$ cat src/common/sys_port_pkg.sv
// Purpose: shared constants and types for the system-side port signal block
// Assumes: core_clk at 100 MHz samples both link clocks as ordinary inputs
// Notes: bus mode and width encodings are local choices
package sys_port_pkg;
  typedef enum logic [1:0] {
    MODE_CELL_L2 = 2'h0,
    MODE_CELL_L3 = 2'h1,
    MODE_PKT_L3 = 2'h3,
    MODE_PKT_L2 = 2'h2
  } bus_mode_t;
  typedef enum logic [1:0] {
    WIDTH_8 = 2'h0,
    WIDTH_16 = 2'h1,
    WIDTH_32 = 2'h2
  } bus_width_t;
  localparam logic [1:0] MOD_ALL = 2'h0;
  localparam logic [1:0] MOD_TOP3 = 2'h1;
  localparam logic [1:0] MOD_TOP2 = 2'h2;
  localparam logic [1:0] MOD_TOP1 = 2'h3;
  localparam int PORT_ADDR_W = 5;
  localparam int DATA_W = 32;
  localparam int SYNC_STAGES = 2;
  localparam logic [4:0] ADDR_RESET = 5'h1F;
  localparam int CORE_CLK_MHZ = 100;
  localparam int RX_CLK_MAX_L3_MHZ = 66;
  localparam int RX_CLK_MAX_L2_MHZ = 52;
  // least core cycles between two link edges at the fastest legal link clock
  localparam int RX_MIN_PERIOD_CYC_L3 = CORE_CLK_MHZ / RX_CLK_MAX_L3_MHZ;
  localparam int RX_MIN_PERIOD_CYC_L2 = CORE_CLK_MHZ / RX_CLK_MAX_L2_MHZ;
endpackage

$ cat src/common/sync_bus_if.sv
// Purpose: carries a raw bus into the synchroniser and the clean copy out
// Assumes: one clock domain on the synchronised side
// Notes: width set by parameter
interface sync_bus_if #(parameter int W = 1);
  logic [W-1:0] raw;
  logic [W-1:0] clean;
  modport src (output raw, input clean);
  modport sync (input raw, output clean);
endinterface

$ cat src/design/sync2.sv
// Purpose: two-flop synchroniser for a bus of pins
// Assumes: synchronous active-low reset
// Notes: first stage is read by the second stage only
module sync2
  import sys_port_pkg::*;
#(
  parameter int W = 1
)
(
  input wire logic core_clk,
  input wire logic rst_n,
  sync_bus_if.sync bus
);
  logic [W-1:0] meta_q;
  logic [W-1:0] meta_d;
  logic [W-1:0] clean_q;
  logic [W-1:0] clean_d;

  always_comb
  begin
    meta_d = bus.raw;
    clean_d = meta_q;
  end

  always_ff @(posedge core_clk)
  begin
    if (!rst_n)
    begin
      meta_q <= '0;
      clean_q <= '0;
    end
    else
    begin
      meta_q <= meta_d;
      clean_q <= clean_d;
    end
  end

  assign bus.clean = clean_q;
endmodule

$ cat src/design/sys_port_signals.sv
// Purpose: transmit space flag, packet tail/abort decode, port addressing
// Assumes: link clocks and link inputs are sampled by core_clk via two flops
// Notes: one core cycle of edge-detect latency after synchronising
//
// How it works
// - packet modes: flag high when selected port has room
// - packet L2 drives flag only while selected
// - cell L3 holds low; packet L3 always drives
// - cell L2 keeps flag tri-stated always
// - last flag sampled on tx edge, packet only
// - strobe cycle data names the target port
// - strobe meaningful only with enable deasserted
// - strobe ignored except in packet L3
// - modulus codes the valid byte lanes
// - modulus used only with last flag
// - modulus ignored at 8/16 bit, cell modes
// - error flag aborts current packet
// - error valid only with last flag
// - rx port select sampled on rx edge
// - rx port select ignored in packet L3
module sys_port_signals
  import sys_port_pkg::*;
#(
  parameter int NUM_PORTS = 4
)
(
  input wire logic core_clk,
  input wire logic rst_n,
  input wire bus_mode_t bus_mode,
  input wire bus_width_t bus_width,
  input wire logic datapath_reset,
  input wire logic tx_system_clock,
  input wire logic tx_enable_n,
  input wire logic tx_packet_last_flag,
  input wire logic tx_transfer_address_strobe,
  input wire logic [1:0] tx_byte_modulus,
  input wire logic tx_packet_error_flag,
  input wire logic tx_first_transfer_flag,
  input wire logic [DATA_W-1:0] tx_data,
  input wire logic [PORT_ADDR_W-1:0] tx_port_select,
  input wire logic [NUM_PORTS-1:0] port_has_room,
  input wire logic rx_system_clock,
  input wire logic [PORT_ADDR_W-1:0] rx_port_select_bus,
  output logic selected_port_space_flag_o,
  output logic selected_port_space_flag_oe,
  output logic [PORT_ADDR_W-1:0] tx_target_port,
  output logic tx_target_valid,
  output logic tx_word_strobe,
  output logic [3:0] tx_byte_valid,
  output logic tx_packet_start,
  output logic tx_packet_end,
  output logic tx_packet_abort,
  output logic [PORT_ADDR_W-1:0] rx_transfer_port,
  output logic [PORT_ADDR_W-1:0] rx_polled_port,
  output logic rx_addr_strobe
);
  localparam int TXW = 8 + DATA_W + PORT_ADDR_W + NUM_PORTS;

  sync_bus_if #(.W(TXW)) tx_sync ();
  sync_bus_if #(.W(1 + PORT_ADDR_W)) rx_sync ();

  assign tx_sync.raw = {tx_system_clock, tx_enable_n, tx_packet_last_flag,
                        tx_transfer_address_strobe, tx_byte_modulus,
                        tx_packet_error_flag, tx_first_transfer_flag, tx_data, tx_port_select,
                        port_has_room};
  assign rx_sync.raw = {rx_system_clock, rx_port_select_bus};

  // bundling keeps data and clock aligned through equal flop depth
  sync2 #(.W(TXW)) u_tx_sync (
    .core_clk(core_clk),
    .rst_n(rst_n),
    .bus(tx_sync)
  );
  sync2 #(.W(1 + PORT_ADDR_W)) u_rx_sync (
    .core_clk(core_clk),
    .rst_n(rst_n),
    .bus(rx_sync)
  );

  logic s_tclk;
  logic s_ten_n;
  logic s_last;
  logic s_strobe;
  logic [1:0] s_mod;
  logic s_err;
  logic s_first;
  logic [DATA_W-1:0] s_data;
  logic [PORT_ADDR_W-1:0] s_sel;
  logic [NUM_PORTS-1:0] s_room;
  logic s_rclk;
  logic [PORT_ADDR_W-1:0] s_radr;

  assign {s_tclk, s_ten_n, s_last, s_strobe, s_mod, s_err, s_first, s_data, s_sel, s_room} =
    tx_sync.clean;
  assign {s_rclk, s_radr} = rx_sync.clean;

  logic tclk_prev_q;
  logic tclk_prev_d;
  logic rclk_prev_q;
  logic rclk_prev_d;
  logic tx_edge;
  logic rx_edge;
  logic pkt_mode;
  logic pkt_l3;
  logic port_selected;
  logic port_room;

  assign tx_edge = s_tclk & ~tclk_prev_q;
  assign rx_edge = s_rclk & ~rclk_prev_q;
  assign pkt_mode = (bus_mode == MODE_PKT_L2) || (bus_mode == MODE_PKT_L3);
  assign pkt_l3 = (bus_mode == MODE_PKT_L3);
  // any select of NUM_PORTS or above means no port addressed
  assign port_selected = (s_sel < PORT_ADDR_W'(NUM_PORTS));
  assign port_room = port_selected && s_room[s_sel[1:0]];

  // space flag state
  logic flag_q;
  logic flag_d;
  logic flag_oe_q;
  logic flag_oe_d;

  always_comb
  begin
    flag_d = flag_q;
    flag_oe_d = flag_oe_q;
    if (datapath_reset)
    begin
      flag_d = 1'b0;
      flag_oe_d = (bus_mode == MODE_PKT_L3) || (bus_mode == MODE_CELL_L3);
    end
    else if (tx_edge)
    begin
      case (bus_mode)
        MODE_CELL_L2:
        begin
          flag_d = 1'b0;
          flag_oe_d = 1'b0;
        end
        MODE_CELL_L3:
        begin
          flag_d = 1'b0;
          flag_oe_d = 1'b1;
        end
        MODE_PKT_L3:
        begin
          flag_d = port_room;
          flag_oe_d = 1'b1;
        end
        default:
        begin
          flag_d = port_room;
          flag_oe_d = port_selected && !s_ten_n;
        end
      endcase
    end
    // level 3 drives from reset release on, not from the first link edge
    if (bus_mode == MODE_CELL_L3 || bus_mode == MODE_PKT_L3)
    begin
      flag_oe_d = 1'b1;
    end
  end

  always_ff @(posedge core_clk)
  begin
    if (!rst_n)
    begin
      flag_q <= 1'b0;
      flag_oe_q <= 1'b0;
      tclk_prev_q <= 1'b0;
      rclk_prev_q <= 1'b0;
    end
    else
    begin
      flag_q <= flag_d;
      flag_oe_q <= flag_oe_d;
      tclk_prev_q <= tclk_prev_d;
      rclk_prev_q <= rclk_prev_d;
    end
  end

  always_comb
  begin
    tclk_prev_d = s_tclk;
    rclk_prev_d = s_rclk;
  end

  // in packet L2, tri-state also follows enable, port select and datapath reset without waiting for an edge
  assign selected_port_space_flag_o = flag_q;
  assign selected_port_space_flag_oe = flag_oe_q && !(bus_mode == MODE_PKT_L2 &&
    (s_ten_n || !port_selected || datapath_reset));

  // transmit packet decode
  logic [PORT_ADDR_W-1:0] target_q;
  logic [PORT_ADDR_W-1:0] target_d;
  logic target_valid_q;
  logic target_valid_d;
  logic word_q;
  logic word_d;
  logic [3:0] bytes_q;
  logic [3:0] bytes_d;
  logic start_q;
  logic start_d;
  logic end_q;
  logic end_d;
  logic abort_q;
  logic abort_d;

  always_comb
  begin
    target_d = target_q;
    target_valid_d = target_valid_q;
    word_d = 1'b0;
    bytes_d = bytes_q;
    start_d = 1'b0;
    end_d = 1'b0;
    abort_d = 1'b0;
    if (datapath_reset)
    begin
      target_valid_d = 1'b0;
    end
    else if (tx_edge)
    begin
      if (pkt_l3 && s_ten_n && s_strobe)
      begin
        target_d = s_data[PORT_ADDR_W-1:0];
        target_valid_d = 1'b1;
      end
      else if (!s_ten_n)
      begin
        word_d = 1'b1;
        start_d = s_first;
        bytes_d = 4'hF;
        if (pkt_mode && s_last)
        begin
          end_d = 1'b1;
          abort_d = s_err;
          if (bus_width == WIDTH_32)
          begin
            case (s_mod)
              MOD_ALL: bytes_d = 4'hF;
              MOD_TOP3: bytes_d = 4'hE;
              MOD_TOP2: bytes_d = 4'hC;
              default: bytes_d = 4'h8;
            endcase
          end
        end
      end
    end
  end

  always_ff @(posedge core_clk)
  begin
    if (!rst_n)
    begin
      target_q <= '0;
      target_valid_q <= 1'b0;
      word_q <= 1'b0;
      bytes_q <= 4'hF;
      start_q <= 1'b0;
      end_q <= 1'b0;
      abort_q <= 1'b0;
    end
    else
    begin
      target_q <= target_d;
      target_valid_q <= target_valid_d;
      word_q <= word_d;
      bytes_q <= bytes_d;
      start_q <= start_d;
      end_q <= end_d;
      abort_q <= abort_d;
    end
  end

  assign tx_target_port = target_q;
  assign tx_target_valid = target_valid_q;
  assign tx_word_strobe = word_q;
  assign tx_byte_valid = bytes_q;
  assign tx_packet_start = start_q;
  assign tx_packet_end = end_q;
  assign tx_packet_abort = abort_q;

  // receive port select, held at reset address in packet L3
  logic [PORT_ADDR_W-1:0] rx_port_q;
  logic [PORT_ADDR_W-1:0] rx_port_d;
  logic rx_stb_q;
  logic rx_stb_d;

  always_comb
  begin
    rx_port_d = rx_port_q;
    rx_stb_d = 1'b0;
    if (rx_edge && !pkt_l3)
    begin
      rx_port_d = s_radr;
      rx_stb_d = 1'b1;
    end
  end

  always_ff @(posedge core_clk)
  begin
    if (!rst_n)
    begin
      rx_port_q <= ADDR_RESET;
      rx_stb_q <= 1'b0;
    end
    else
    begin
      rx_port_q <= rx_port_d;
      rx_stb_q <= rx_stb_d;
    end
  end

  assign rx_transfer_port = rx_port_q;
  assign rx_polled_port = rx_port_q;
  assign rx_addr_strobe = rx_stb_q;
endmodule

$ cat config.mk
export PLATFORM = sky130hd
export DESIGN_NAME = sys_port_signals
export DESIGN_NICKNAME = d
export VERILOG_FILES = /design/src/common/sys_port_pkg.sv /design/src/common/sync_bus_if.sv /design/src/design/sync2.sv /design/src/design/sys_port_signals.sv
export SDC_FILE = /design/constraint.sdc
export NUM_CORES = 1
export LEC_CHECK = 0
export ABC_CLOCK_PERIOD_IN_PS = 1590
export BUFFER_PORTS_ARGS = -buffer_cell sky130_fd_sc_hd__buf_4
export CELL_PAD_IN_SITES_DETAIL_PLACEMENT = 2
export CELL_PAD_IN_SITES_GLOBAL_PLACEMENT = 2
export CORE_MARGIN = 5
export CORE_UTILIZATION = 29
export DETAILED_ROUTE_END_ITERATION = 10
export GPL_ROUTABILITY_DRIVEN = 0
export GPL_TIMING_DRIVEN = 0
export PLACE_DENSITY_LB_ADDON = 0.1
export SYNTH_ARGS = -nofsm -noshare
export SYNTH_HDL_FRONTEND = slang
export SYNTH_SLANG_ARGS = --single-unit
export TNS_END_PERCENT = 100
$ cat constraint.sdc
create_clock -name core_clk -period 1.59 [get_ports core_clk]
set_clock_uncertainty 0.2 [all_clocks]
set_input_delay 0.159 -clock core_clk [delete_from_list [all_inputs] [get_ports core_clk]]
set_output_delay 0.159 -clock core_clk [all_outputs]
set_load 0.05 [all_outputs]
==> results.md <==
Run status:
- The flow ran to the end, but the final reports show violations.
- The final reports fail on hold timing, setup timing.

Worst hold path:
- The worst hold path belongs to the class in2reg.
- The worst hold path terminates at selected_port_space_flag_o.
- The launch instance of the worst min-delay path is datapath_reset.
- The worst hold path passes through 3 cells.

Yosys:
- Dividing the synthesized area by the synthesized cell count gives approximately 11 µm².
- The number of nets handed over by synthesis was just under 300.
- The number of distinct library cells after synthesis is 32.
- The post-synthesis cell count is around 230.
- The share of synthesized area in the top cell type comes to 0.628.
- Ranked by total cell area, the synthesized netlist is headed by sky130_fd_sc_hd__dfxtp_1, sky130_fd_sc_hd__and2_1, sky130_fd_sc_hd__nand3_1, sky130_fd_sc_hd__buf_4, sky130_fd_sc_hd__o21ai_0.
- The number of synthesized register bits is 79.
- The mapped cell area is between 0.002 and 0.003 mm².
- sky130_fd_sc_hd__dfxtp_1 takes more of the synthesized area than any other cell.
- Of the synthesized area, sequential elements account for 0.628.
- For this run, the number of Yosys warnings is 0.

Die:
- The initial utilization of the core area, before any placement, comes to 0.293.
- The floorplan has 34 rows.
- From left edge to right edge, the die measures slightly above 100 µm.
- Pin placement for this block handled 89 I/O pins.
- The floorplan core area is 0.00859 mm².
- The vertical extent of the die is about 100 µm.
- The die area is between 0.01 and 0.015 mm².

Drt:
- The post-route antenna net violation count is 0.
- The number of detailed-route iterations in the first pass is 4.
- The wire length after detailed routing is 6.05 mm.
- The total vias in the final route is about 1900.
- The average wire length per cell after detail routing is around 14 µm.
- The ratio of routed vias to standard cells is around 4.3.
- The detailed router finished its first iteration with 30 violations.
- For this run, design rule violations remaining after detail routing come to 0.

Setup path:
- The arrival time at the worst endpoint is 1.33 ns.
- The highest fanout seen on the critical path is 2.
- The reg-to-reg endpoint is tx_byte_valid[2].
- The source of the worst register-to-register timing path is u_tx_sync.bus.clean[47].
- The type of destination of the critical path is an output port.
- The worst register-to-register path has a depth of 3.
- Traced cell by cell, the critical path runs through nor3_4 > nand2_2 > a31oi_4 > buf_6.
- STA puts the critical path data required time at around 1.2 ns.
- On the worst path, the slowest cell contributes a delay of between 0.3 and 0.4 ns.
- The critical-path cell with the highest stage delay is sky130_fd_sc_hd__dfxtp_2.
- STA classifies the critical path startpoint as a flip-flop.
- The slack of the worst reg-to-reg path is 0.04 ns.
- The worst setup path category is reg2out.

Clock network:
- Counting along the longest clock path gives a buffer depth of 2.
- The CTS tree is yes.
- Counting every sink on the clock net gives 79.
- The number of hold-repair buffers added at the cts stage is 31.
- The root buffer cell chosen for the clock tree is sky130_fd_sc_hd__clkbuf_8.
- The insertion delay of the later-clocked pin in the worst-skew pair is 0.34 ns.
- The number of buffers inserted during clock tree synthesis is 9.
- The clock tree synthesis step divided the H-tree into 3 levels.
- The clock-pin slew on the worst setup and hold paths is roughly 0.080 ns.

GRT:
- The initial antenna violation count is 0.
- The sum of overflow across all layers after global routing is 0.
- The first-pass GRT wire length is between 9 and 10 mm.
- The maximum number of pins on one net before global-route repair is 14.
- The via count of the first global-routing pass is approximately 2100.
- For this run, the total global-route usage over all layers was measured as 0.122.

Timing:
- The number of failing hold endpoints at the final stage is 3.
- Counting I/O delays and the setup requirement, the final critical path takes about 1.7 ns.
- The setup slack after layout is -0.0971 ns.
- Setup violations remaining at the end of the flow were counted as 1.
- The highest clock frequency the design can meet is between 500 and 600 MHz.
- The max-slew violation total from the final report is 0.
- The sum of negative setup slack is -0.0971 ns.
- Setup repair after global routing could not meet its margin everywhere.
- Hold timing on the final database bottoms out at a slack of -0.0442 ns.
- Dividing the final minimum period by the clock period gives 1.06.

Power:
- The leakage power is 1.55 nW.
- IR analysis of the VDD net gives a maximum drop of 502 µV.
- The total power draw is just under 4 mW.
- The power density of the placed cells is 1070 mW/mm².

Finish:
- The number of filler instances in the final layout is between 900 and 1000.
- In the final layout, the share of cells above drive strength 1 is 0.299.
- The final antenna diode count is 0.
- From synthesis to final layout, the design area changed by 46.3%.
- In the final design database the tool counted around 400 nets.
- With fillers left out, the area of the finished cells amounts to around 0.0037 mm².

Place:
- Summing all placed instances gives a cell area of between 0.003 and 0.004 mm².
- In this run the tool buffered the top-level ports with 59 buffer cells.
- The worst slack at placement is -0.0695 ns.
- After legalization and detailed placement, the total HPWL measured a little over 4 mm.

Flow run:
- The number of maximum-capacitance violations is 0.
## synthesized netlist by cell type
cell type                    n
sky130_fd_sc_hd__nand4_1     2
sky130_fd_sc_hd__o21ai_1     1
sky130_fd_sc_hd__nor2b_1     1
sky130_fd_sc_hd__nand4b_1    1
sky130_fd_sc_hd__inv_1       5
sky130_fd_sc_hd__or4b_4      1
sky130_fd_sc_hd__and2b_1     1
sky130_fd_sc_hd__and3_1      3
sky130_fd_sc_hd__nand4bb_1   1
sky130_fd_sc_hd__a21oi_1     3
sky130_fd_sc_hd__nor4_2      1
sky130_fd_sc_hd__nand2b_1    2
sky130_fd_sc_hd__nor2_1      2
sky130_fd_sc_hd__dfxtp_1    79
sky130_fd_sc_hd__a31oi_1     2
sky130_fd_sc_hd__and2_1     61
sky130_fd_sc_hd__o211ai_1    2
sky130_fd_sc_hd__nor3_1      2
sky130_fd_sc_hd__o21ai_0    10
sky130_fd_sc_hd__conb_1      1
sky130_fd_sc_hd__a21boi_1    6
sky130_fd_sc_hd__a22o_1      1
sky130_fd_sc_hd__clkbuf_1    7
sky130_fd_sc_hd__nand2b_2    1
sky130_fd_sc_hd__nand3_1    16
sky130_fd_sc_hd__and4_1      1
sky130_fd_sc_hd__nand2_1     5
sky130_fd_sc_hd__buf_6       1
sky130_fd_sc_hd__clkbuf_8    1
sky130_fd_sc_hd__and4bb_4    1
sky130_fd_sc_hd__buf_4       7
sky130_fd_sc_hd__mux4_2      1
## routing by layer
| layer | vias to the layer above | GRT usage | share of wire |
|---|---|---|---|
| met5 | - | 0 | 0 |
| met4 | 0 | 0.0568 | 0.019 |
| met3 | 10 | 0.0355 | 0.060 |
| met2 | 41 | 0.217 | 0.51 |
| met1 | 917 | 0.134 | 0.41 |
| li1 | 949 | - | - |
## flip-flops by register name, indices dropped and copies added, names as in the netlist
name / count
flag_oe_q: 1
rclk_prev_q: 1
rx_addr_strobe: 1
rx_polled_port: 5
selected_port_space_flag_o: 1
tclk_prev_q: 1
tx_byte_valid: 3
tx_packet_abort: 1
tx_packet_end: 1
tx_packet_start: 1
tx_target_port: 5
tx_target_valid: 1
tx_word_strobe: 1
u_rx_sync.bus.clean: 6
u_rx_sync.clean_d: 6
u_tx_sync.bus.clean: 22
u_tx_sync.clean_d: 22
## placed cells by master, fill, tap and decap left out, types with 2 or more instances in the layout
master,instances
sky130_fd_sc_hd__buf_4,68
sky130_fd_sc_hd__dfxtp_2,4
sky130_fd_sc_hd__and3_1,3
sky130_fd_sc_hd__clkbuf_1,7
sky130_fd_sc_hd__nand3_1,16
sky130_fd_sc_hd__a21oi_1,3
sky130_fd_sc_hd__a21boi_1,6
sky130_fd_sc_hd__nand2b_1,2
sky130_fd_sc_hd__nand4_1,2
sky130_fd_sc_hd__nand2_1,4
sky130_fd_sc_hd__buf_6,2
sky130_fd_sc_hd__dlygate4sd3_1,31
sky130_fd_sc_hd__inv_1,5
sky130_fd_sc_hd__clkbuf_8,11
sky130_fd_sc_hd__dfxtp_1,75
sky130_fd_sc_hd__and2_1,61
sky130_fd_sc_hd__clkinvlp_4,3
sky130_fd_sc_hd__o21ai_0,10
sky130_fd_sc_hd__o211ai_1,2
## logic make-up (layout without fill, tap and decap cells)
group / count (synthesis) / after routing / share of synthesized area
DFF: 79 / 79 / 0.628
muxes: 1 / 1 / 0.00895
other: 1 / 1 / 0.00149
AOI/OAI and AO/OA: 25 / 25 / 0.0601
and+or+nand+nor: 102 / 102 / 0.252
buffers and inverters: 21 / 130 / 0.0487
## report_power, final
part	internal [mW]	switching (mW)	total [mW]	leakage (nW)
Clock	0.766	0.707	1.47	0.0916
Combinational	0.206	0.178	0.384	0.810
Sequential	2.06	0.0284	2.08	0.652
Total	3.03	0.914	3.94	1.55
## what timing repair did
| item | 4_1_cts | 5_1_grt |
|---|---|---|
| pin swaps | 3 | 1 |
| endpoints found under the setup margin | 3 | 3 |
| endpoints found under the hold margin | 33 | 3 |
| buffers inserted | 2 | 1 |
| gates resized for setup | 10 | 4 |
## cell type report
class,count,area [µm²],share of cell area
Timing Repair Buffer,93,779,0.212
Multi-Input combinational cell,129,858,0.233
Buffer,16,105,0.0285
Inverter,5,18.8,0.00510
Tap cell,108,135,0.0367
Clock inverter,5,57.6,0.0156
Sequential cell,79,1590,0.431
Clock buffer,11,141,0.0384
## worst max path at each step
stage / slack (ns) / cells past startpoint / from / end
floorplan: 0.02 / 3 / u_tx_sync.bus.clean[7] / selected_port_space_flag_oe
global placement: -0.04 / 4 / u_tx_sync.bus.clean[7] / selected_port_space_flag_oe
detailed placement: -0.07 / 4 / u_tx_sync.bus.clean[7] / selected_port_space_flag_oe
CTS: -0.15 / 4 / u_tx_sync.bus.clean[6] / selected_port_space_flag_oe
global route: -0.19 / 4 / u_tx_sync.bus.clean[7] / selected_port_space_flag_oe
finish: -0.1 / 4 / u_tx_sync.bus.clean[7] / selected_port_space_flag_oe
## worst max-delay path: cells and delay by family (launching register included)
kind	cells	cell delay, ns
buffers and inverters	1	0.18
flip-flops	1	0.33
AND/OR/NAND/NOR	2	0.31
AO/OA/AOI/OAI	1	0.17
## stage by stage
stage / instances / utilization
finish: 446 / 0.429
global route: 446 / 0.429
CTS: 445 / 0.426
detailed placement: 396 / 0.361
global placement: 396 / 0.361
floorplan: 229 / -
No activity file was read; power rests on OpenSTA's default activity.
